[src/axgc_consts.vh]
// constants for the auxiliary converter step and gain-trim register bank
// Behaviour
// - gain trim is 16-bit signed word
// - result scaled by one plus trim/65536
// - gain trim resets to zero
// - step0 bit 15 enables step 0
// - gain code 00=x1, 01=x2, 1x=x4
// - step0 bits 12:5 read zero always
// - step0 bit 4 picks ground or input 7
// - positive codes 0-7 pick external inputs
// - codes 8-15 route internal sources
// - internal source forces automatic negative input
// - step0 config resets to zero
// - step1 config resets to 0001h
// - code 12 io/4, code 13 digital/2
`ifndef AXGC_CONSTS_VH
`define AXGC_CONSTS_VH
// ----------------------------------------
// register indices and byte addresses
// ----------------------------------------
`define AXGC_IDX_GAIN_TRIM 8'h8F
`define AXGC_IDX_STEP0 8'h90
`define AXGC_IDX_STEP1 8'h91
`define AXGC_ADDR_W 10
`define AXGC_ADDR_GAIN_TRIM 10'h23C
`define AXGC_ADDR_STEP0 10'h240
`define AXGC_ADDR_STEP1 10'h244
// ----------------------------------------
// reset values
// ----------------------------------------
`define AXGC_RST_GAIN_TRIM 16'h0000
`define AXGC_RST_STEP0 16'h0000
`define AXGC_RST_STEP1 16'h0001
// ----------------------------------------
// field positions and masks
// ----------------------------------------
`define AXGC_F_EN 15
`define AXGC_F_GAIN_HI 14
`define AXGC_F_GAIN_LO 13
`define AXGC_F_NEG 4
`define AXGC_F_POS_HI 3
`define AXGC_F_POS_LO 0
`define AXGC_STEP_WMASK 16'hE01F
// ----------------------------------------
// input and gain encodings
// ----------------------------------------
`define AXGC_NEG_GND 4'h0
`define AXGC_NEG_EXT7 4'h1
`define AXGC_NEG_AUTO 4'h2
`define AXGC_SRC_TEMP 4'h8
`define AXGC_SRC_SHORT 4'h9
`define AXGC_SRC_DAC 4'hA
`define AXGC_SRC_ANA_Q 4'hB
`define AXGC_SRC_IO_Q 4'hC
`define AXGC_SRC_DIG_H 4'hD
`define AXGC_SRC_ANALOG_POWER_INPUT 4'hE
`define AXGC_SRC_DIGITAL_POWER_INPUT 4'hF
`define AXGC_GAIN_X1 3'h1
`define AXGC_GAIN_X2 3'h2
`define AXGC_GAIN_X4 3'h4
`define AXGC_TRIM_SHIFT 16
// ----------------------------------------
// bus answers
// ----------------------------------------
`define AXGC_RESP_OKAY 2'h0
`define AXGC_RESP_SLVERR 2'h2
`endif

[src/axgc_gain_mult.v]
// signed gain-trim multiplier with saturation
`timescale 1ns/100ps
module axgc_gain_mult #(
  parameter W = 16
) (
  // clock and reset
  input wire aclk,
  input wire aresetn,
  // sample in
  input wire [W-1:0] din,
  input wire din_valid,
  input wire [15:0] trim,
  // sample out
  output reg [W-1:0] dout_ff,
  output reg dout_valid_ff
);
  `include "axgc_consts.vh"
  // ----------------------------------------
  // product
  // ----------------------------------------
  // factor is (65536 + trim)/65536, always in 0.5 .. 1.5
  wire signed [17:0] factor = 18'sh10000 + $signed({{2{trim[15]}}, trim});
  wire signed [W+18:0] prod = $signed(din) * factor;
  wire signed [W+2:0] scaled = prod[W+18:`AXGC_TRIM_SHIFT];
  wire signed [W-1:0] max_v = {1'b0, {(W-1){1'b1}}};
  wire signed [W-1:0] min_v = {1'b1, {(W-1){1'b0}}};
  reg [W-1:0] nxt_dout;
  always @* begin
    // saturate rather than wrap near full scale
    if (scaled > $signed({{3{1'b0}}, max_v})) begin
      nxt_dout = max_v;
    end else if (scaled < $signed({{3{1'b1}}, min_v})) begin
      nxt_dout = min_v;
    end else begin
      nxt_dout = scaled[W-1:0];
    end
  end
  always @(posedge aclk) begin
    if (!aresetn) begin
      dout_ff <= {W{1'b0}};
      dout_valid_ff <= 1'b0;
    end else begin
      dout_ff <= nxt_dout;
      dout_valid_ff <= din_valid;
    end
  end
endmodule

[src/axgc_regs.v]
// auxiliary converter step configuration and gain-trim registers
`timescale 1ns/100ps
`include "axgc_consts.vh"
module axgc_regs #(
  parameter DATA_W = 16
) (
  // clock and reset
  input wire aclk,
  input wire aresetn,
  // axi4-lite write address
  input wire [`AXGC_ADDR_W-1:0] s_axi_awaddr,
  input wire s_axi_awvalid,
  output wire s_axi_awready,
  // axi4-lite write data
  input wire [31:0] s_axi_wdata,
  input wire [3:0] s_axi_wstrb,
  input wire s_axi_wvalid,
  output wire s_axi_wready,
  // axi4-lite write response
  output reg [1:0] s_axi_bresp_ff,
  output reg s_axi_bvalid_ff,
  input wire s_axi_bready,
  // axi4-lite read address
  input wire [`AXGC_ADDR_W-1:0] s_axi_araddr,
  input wire s_axi_arvalid,
  output wire s_axi_arready,
  // axi4-lite read data
  output reg [31:0] s_axi_rdata_ff,
  output reg [1:0] s_axi_rresp_ff,
  output reg s_axi_rvalid_ff,
  input wire s_axi_rready,
  // step 0 controls to the sequencer
  output wire step0_enable,
  output wire [2:0] step0_gain,
  output wire [3:0] step0_pos_select,
  output wire [3:0] step0_neg_route,
  output wire step0_internal,
  // step 1 word to the sequencer
  output wire [15:0] step1_config,
  // calibration datapath
  input wire [DATA_W-1:0] offset_corr_data,
  input wire offset_corr_valid,
  output wire [DATA_W-1:0] cal_data,
  output wire cal_valid
);
  // ----------------------------------------
  // register storage
  // ----------------------------------------
  reg [15:0] gain_trim_ff;
  reg [15:0] step0_cfg_ff;
  reg [15:0] step1_cfg_ff;
  // ----------------------------------------
  // write channel
  // ----------------------------------------
  // address and data captured independently, in either order
  reg [`AXGC_ADDR_W-1:0] aw_addr_ff;
  reg aw_held_ff;
  reg [31:0] w_data_ff;
  reg [3:0] w_strb_ff;
  reg w_held_ff;
  assign s_axi_awready = !aw_held_ff && !s_axi_bvalid_ff;
  assign s_axi_wready = !w_held_ff && !s_axi_bvalid_ff;
  wire aw_take = s_axi_awvalid && s_axi_awready;
  wire w_take = s_axi_wvalid && s_axi_wready;
  wire do_write = aw_held_ff && w_held_ff;
  wire wr_hit_gain = aw_addr_ff == `AXGC_ADDR_GAIN_TRIM;
  wire wr_hit_s0 = aw_addr_ff == `AXGC_ADDR_STEP0;
  wire wr_hit_s1 = aw_addr_ff == `AXGC_ADDR_STEP1;
  wire wr_hit = wr_hit_gain || wr_hit_s0 || wr_hit_s1;
  // merge byte lanes onto a 16-bit register
  function [15:0] merge16;
    input [15:0] old_v;
    input [31:0] wd;
    input [3:0] st;
    begin
      merge16 = old_v;
      if (st[0]) begin
        merge16[7:0] = wd[7:0];
      end
      if (st[1]) begin
        merge16[15:8] = wd[15:8];
      end
    end
  endfunction
  always @(posedge aclk) begin
    if (!aresetn) begin
      aw_addr_ff <= {`AXGC_ADDR_W{1'b0}};
      aw_held_ff <= 1'b0;
      w_data_ff <= 32'h00000000;
      w_strb_ff <= 4'h0;
      w_held_ff <= 1'b0;
      s_axi_bvalid_ff <= 1'b0;
      s_axi_bresp_ff <= `AXGC_RESP_OKAY;
    end else begin
      if (aw_take) begin
        aw_addr_ff <= s_axi_awaddr;
        aw_held_ff <= 1'b1;
      end
      if (w_take) begin
        w_data_ff <= s_axi_wdata;
        w_strb_ff <= s_axi_wstrb;
        w_held_ff <= 1'b1;
      end
      if (do_write) begin
        aw_held_ff <= 1'b0;
        w_held_ff <= 1'b0;
        s_axi_bvalid_ff <= 1'b1;
        s_axi_bresp_ff <= wr_hit ? `AXGC_RESP_OKAY : `AXGC_RESP_SLVERR;
      end else if (s_axi_bvalid_ff && s_axi_bready) begin
        s_axi_bvalid_ff <= 1'b0;
      end
    end
  end
  // ----------------------------------------
  // register update
  // ----------------------------------------
  wire [15:0] nxt_gain_trim = merge16(gain_trim_ff, w_data_ff, w_strb_ff);
  // reserved bits 12:5 never stored
  wire [15:0] nxt_step0 = merge16(step0_cfg_ff, w_data_ff, w_strb_ff) & `AXGC_STEP_WMASK;
  wire [15:0] nxt_step1 = merge16(step1_cfg_ff, w_data_ff, w_strb_ff) & `AXGC_STEP_WMASK;
  always @(posedge aclk) begin
    if (!aresetn) begin
      gain_trim_ff <= `AXGC_RST_GAIN_TRIM;
      step0_cfg_ff <= `AXGC_RST_STEP0;
      step1_cfg_ff <= `AXGC_RST_STEP1;
    end else if (do_write) begin
      if (wr_hit_gain) begin
        gain_trim_ff <= nxt_gain_trim;
      end
      if (wr_hit_s0) begin
        step0_cfg_ff <= nxt_step0;
      end
      if (wr_hit_s1) begin
        step1_cfg_ff <= nxt_step1;
      end
    end
  end
  // ----------------------------------------
  // read channel
  // ----------------------------------------
  assign s_axi_arready = !s_axi_rvalid_ff;
  wire ar_take = s_axi_arvalid && s_axi_arready;
  reg [31:0] nxt_rdata;
  reg [1:0] nxt_rresp;
  always @* begin
    nxt_rdata = 32'h00000000;
    nxt_rresp = `AXGC_RESP_OKAY;
    case (s_axi_araddr)
      `AXGC_ADDR_GAIN_TRIM: begin
        nxt_rdata = {16'h0000, gain_trim_ff};
      end
      `AXGC_ADDR_STEP0: begin
        nxt_rdata = {16'h0000, step0_cfg_ff};
      end
      `AXGC_ADDR_STEP1: begin
        nxt_rdata = {16'h0000, step1_cfg_ff};
      end
      default: begin
        nxt_rresp = `AXGC_RESP_SLVERR;
      end
    endcase
  end
  always @(posedge aclk) begin
    if (!aresetn) begin
      s_axi_rvalid_ff <= 1'b0;
      s_axi_rdata_ff <= 32'h00000000;
      s_axi_rresp_ff <= `AXGC_RESP_OKAY;
    end else if (ar_take) begin
      s_axi_rvalid_ff <= 1'b1;
      s_axi_rdata_ff <= nxt_rdata;
      s_axi_rresp_ff <= nxt_rresp;
    end else if (s_axi_rvalid_ff && s_axi_rready) begin
      s_axi_rvalid_ff <= 1'b0;
    end
  end
  // ----------------------------------------
  // step 0 decode to the sequencer
  // ----------------------------------------
  wire [3:0] pos_code = step0_cfg_ff[`AXGC_F_POS_HI:`AXGC_F_POS_LO];
  wire [1:0] gain_code = step0_cfg_ff[`AXGC_F_GAIN_HI:`AXGC_F_GAIN_LO];
  assign step0_enable = step0_cfg_ff[`AXGC_F_EN];
  // codes 10 and 11 both mean x4
  assign step0_gain = (gain_code == 2'b00) ? `AXGC_GAIN_X1 :
    (gain_code == 2'b01) ? `AXGC_GAIN_X2 : `AXGC_GAIN_X4;
  assign step0_pos_select = pos_code;
  // top code bit marks temp, short, dac and supply monitors
  assign step0_internal = pos_code[3];
  // internal sources pick their own return, ignoring bit 4
  assign step0_neg_route = step0_internal ? `AXGC_NEG_AUTO :
    (step0_cfg_ff[`AXGC_F_NEG] ? `AXGC_NEG_EXT7 : `AXGC_NEG_GND);
  assign step1_config = step1_cfg_ff;
  // ----------------------------------------
  // gain calibration datapath
  // ----------------------------------------
  axgc_gain_mult #(
    .W(DATA_W)
  ) u_mult (
    .aclk(aclk),
    .aresetn(aresetn),
    .din(offset_corr_data),
    .din_valid(offset_corr_valid),
    .trim(gain_trim_ff),
    .dout_ff(cal_data),
    .dout_valid_ff(cal_valid)
  );
endmodule

[config.mk]
export PLATFORM = sky130hd
export DESIGN_NAME = axgc_regs
export DESIGN_NICKNAME = d
export VERILOG_FILES = /design/src/axgc_gain_mult.v /design/src/axgc_regs.v
export VERILOG_INCLUDE_DIRS = /design/src
export SDC_FILE = /design/constraint.sdc
export NUM_CORES = 1
export LEC_CHECK = 0
export BUFFER_PORTS_ARGS = -buffer_cell sky130_fd_sc_hd__buf_2
export CORE_ASPECT_RATIO = 0.6
export CORE_MARGIN = 5
export CORE_UTILIZATION = 29
export CTS_CLUSTER_DIAMETER = 50
export DETAILED_ROUTE_END_ITERATION = 12
export SLEW_MARGIN = 20
export SYNTH_ARGS = -nofsm -noshare
export SYNTH_HDL_FRONTEND = slang
export SYNTH_SLANG_ARGS = --single-unit
[constraint.sdc]
create_clock -name aclk -period 17 [get_ports aclk]
set_input_delay 4.25 -clock aclk [delete_from_list [all_inputs] [get_ports aclk]]
set_output_delay 4.25 -clock aclk [all_outputs]
set_load 0.02 [all_outputs]
==> results by group <==
Worst setup path
  – Worst setup SP type: input port
  – Setup crit start: offset_corr_data[1]
  – WP data required: 17.24 ns
  – Crit path top cell by count: fa_1
  – Worst path depth: 20
  – Crit path capture type: flip-flop
  – CP arrival: 10.67 ns
  – R2r endpoint: u_mult.dout_ff[0]$_SDFF_PN0_
  – Critical path class: input port to flip-flop
  – Worst path slowest cell: a211oi_1
  – Crit Path Max Fanout: 17
  – CP cell instances: buf_2 > nand2_1 > fa_1 > fa_1 > fa_1 > fa_1 > inv_1 > fa_1 > inv_1 > fa_1 > inv_1 > ha_1 > a21oi_1 > o21ai_0 > a311o_1 > a211oi_1 > nand2b_1 > a21oi_1 > o211a_1 > a21o_1
  – Top delay family on crit path: adder cells
  – Reg2Reg Depth: 19
  – Bufs and invs on worst path: 4
  – Peak per-stage delay on the critical path: 0.59 ns
  – R2R setup slack: 9.94 ns
  – CP endpoint: u_mult.dout_ff[0]$_SDFF_PN0_
  – Launching point of the worst reg2reg path: gain_trim_ff[11]$_SDFFE_PN0P_

GRT
  – Largest net degree at the start of global routing: 72
  – Met1 Use GR: 20.4%
  – Remaining Overflow, GRT: 0
  – Met2 Usage GRT: 23.2%
  – Met3 Use GR: 2.48%
  – First-pass GRT wire length: 58100 um
  – Grt peak-use layer: met2
  – Tot GR Track Use: 14.3%
  – Number of global-route vias before repair: 10600
  – Antenna violations before repair: 0

Pwr
  – Clk pwr share: 32.2%
  – Power Density: 48.7 mW/mm^2
  – Leak Pwr: 7.07 nW
  – Net load switching power: 0.256 mW
  – Int Power: 0.446 mW
  – Logic pwr share: 31.2%
  – Peak supply drop: 0.0461 mV
  – Switching part of the total: 36.5%
  – Sequential share of power: 36.6%
  – Total power draw: 0.702 mW

Timing
  – Max_slew headroom: 28.3%
  – Unrepaired setup endpoints after global routing: false
  – Slew @ Worst Pin: 1.07 ns
  – Worst hold slack: 0.454 ns
  – Endpoints failing setup: 0
  – Slew Viols, Final: 0
  – Period utilization: 61.3%
  – Number of hold violations in the final report: 0
  – Fin Clk Skew: 0.0166 ns
  – Setup TNS: 0 ns
  – Peak Freq: 95.9 MHz
  – Period minus WS final: 10.42 ns

Yosys
  – Cells after synthesis: 1502
  – Mapped Area: 0.0131 mm^2
  – Dominant cell type by area after synthesis: fa_1
  – Number of flops mapped to enable cells by yosys: 0
  – Post-synth top area share: 31.6%
  – Fraction of registers with async set/reset: 0%
  – Synth top area cells: fa_1 (32%), dfxtp_1 (15%), ha_1 (11%)
  – Ys flop type: dfxtp_1
  – Yosys warns: 0
  – Register area share after synthesis: 15.1%
  – Mean Syn Cell Area: 8.74 um^2
  – Synth cell types: 65
  – #FFs+latches synth: 99

Final layout
  – Fillcell total: 4716
  – Design Area, Final: 0.0144 mm^2
  – Area grow syn2layout: 9.80%
  – Share of cells above drive strength 1: 11.3%
  – Nets: 1972
  – Area of the multi-input gates: 0.00973 mm^2
  – Register area: 0.00198 mm^2
  – N_diodes: 0

Route
  – DRT iter0 DRCs: 679
  – Routed len/inst: 16.5 um
  – Post-route ant nets: 0
  – Total number of vias: 10200
  – DRC violations left: 0
  – Vias per cell: 4.70
  – WL final: 35600 um
  – First-pass detailed-route iteration total: 5

Outcome
  – Status: completed

CTS
  – H-tree depth: 3
  – Clk_lat worst skew: 0.37 ns
  – Clock Path Buffers: 2
  – CTS Hold Buffers Added: 0
  – # resized after CTS: 0
  – Clk sinks: 99
  – Setup Fix Bufs, Post-CTS: 0
  – Num CTS Buffers: 9
  – Root Buffer: clkbuf_16
  – CTS tree: yes
  – Reg clk slew, reported paths: 0.08 ns

Floorplan
  – Die Wd: 285 um
  – Die height: 175 um
  – Starting Density: 29.3%
  – Core area: 0.0447 mm^2
  – # IOs: 167
  – Rows: 60
  – Die area: 0.0498 mm^2

Flow run
  – MaxCap Viol Count: 0

Placement
  – Port buffer count: 120
  – Placed Instance Area: 0.0141 mm^2
  – Placer Congestion: 0.859
  – HPWL after DPL: 28200 um

Worst hold path
  – Hold crit path type: flip-flop to flip-flop
cells by family after synthesis:
group | count (synthesis) | synth area share (%)
and+or+nand+nor | 493 | 18.0
AOI/OAI and AO/OA | 161 | 8.07
muxes | 40 | 3.15
buffers and inverters | 365 | 11.6
other | 1 | 0.0286
adders and majority gates | 325 | 42.8
DFF | 99 | 15.1
xor gates and xnor gates | 18 | 1.20
worst min-delay path, cell delays in order, from the launching register on:
cell and delay (ns):
dfxtp_1 0.32, nand2_1 0.05, a21oi_1 0.05
cell type report:
cell class,instances,area share (%)
Inverter,260,6.77
Clock buffer,9,1.56
Sequential cell,99,13.8
Tap cell,589,5.11
Clock inverter,7,0.634
Timing Repair Buffer,129,4.64
Multi-Input combinational cell,1068,67.5
sequential cells by signal, summed over array words and instances, names as in the netlist, 2 cells and up:
| signal | count |
|---|---|
| aw_addr_ff | 10 |
| u_mult.dout_ff | 16 |
| s_axi_rdata_ff | 16 |
| w_strb_ff | 2 |
| w_data_ff | 16 |
| step1_config | 8 |
| step0_cfg_ff | 8 |
| gain_trim_ff | 16 |
worst min-delay path by stage:
stage / endpoint / depth (start not counted) / startpoint
after floorplan: aw_addr_ff[8]$_SDFFE_PN0P_ / 2 / aw_addr_ff[8]$_SDFFE_PN0P_
after global placement: aw_addr_ff[8]$_SDFFE_PN0P_ / 2 / aw_addr_ff[8]$_SDFFE_PN0P_
after detailed placement: s_axi_rdata_ff[9]$_SDFFE_PN0P_ / 2 / s_axi_rdata_ff[9]$_SDFFE_PN0P_
after CTS: s_axi_rdata_ff[9]$_SDFFE_PN0P_ / 2 / s_axi_rdata_ff[9]$_SDFFE_PN0P_
after global routing: s_axi_rdata_ff[9]$_SDFFE_PN0P_ / 2 / s_axi_rdata_ff[9]$_SDFFE_PN0P_
final: s_axi_rdata_ff[9]$_SDFFE_PN0P_ / 2 / s_axi_rdata_ff[9]$_SDFFE_PN0P_
cell usage in the layout, fill, tap and decap left out, types with 5 or more instances in the layout:
cell type  Yosys  routed
inv_1        258     258
nand2_1      217     217
fa_1         207     207
buf_2          2     120
ha_1         118     118
and2_1       117     117
dfxtp_1       99      99
a21oi_1       70      70
nor2_1        64      64
conb_1         1      31
mux2i_1       30      30
nand2b_1      21      21
o21ai_0       19      19
nor3_1        19      18
nand3_1       17      17
a21o_1        16      16
nor2b_1       13      13
xnor2_1       12      12
mux2_2        10      10
nand4_1        9       9
a221oi_1       9       9
clkbuf_16      0       9
buf_4         35       9
a211oi_1       6       6
xor2_1         6       6
o21a_1         5       5
a21o_2         5       5
synthesized netlist by cell type (all sizes together) (6+ instances only):
library cell,number
a21o,21
a21oi,70
xnor2,12
ha,118
nand4,9
xor2,6
nor2,64
nand2b,21
inv,260
a211oi,6
buf,41
mux2i,30
fa,207
mux2,10
nor2b,13
dfxtp,99
and2,117
clkbuf,64
o21ai,20
nand3,17
a221oi,10
nand2,217
nor3,19
metal layers:
metal / part of all wire, % / vias to the layer above
met4: 1.3 / 0
met1: 46 / 5140
met3: 6.2 / 37
met5: 0 / -
met2: 46 / 257
li1: - / 4730
stage by stage:
stage          instances  worst slack (ns)  util (%)
2_1_floorplan       1532              6.93         -
3_3_place_gp        2145              6.30      31.5
3_5_place_dp        2145              6.23      31.5
4_1_cts             2161              6.61      32.2
5_1_grt             2161              6.36      32.2
6_report            2161              6.58      32.2
power groups by stage:
stage	registers (mW)	clock network, mW	logic (mW)
floorplan	0.278	0	0.142
global placement	0.263	0	0.215
detailed placement	0.263	0	0.219
CTS	0.258	0.233	0.221
global route	0.259	0.241	0.244
finish	0.257	0.226	0.219
Power figures use the tool's default switching activity.
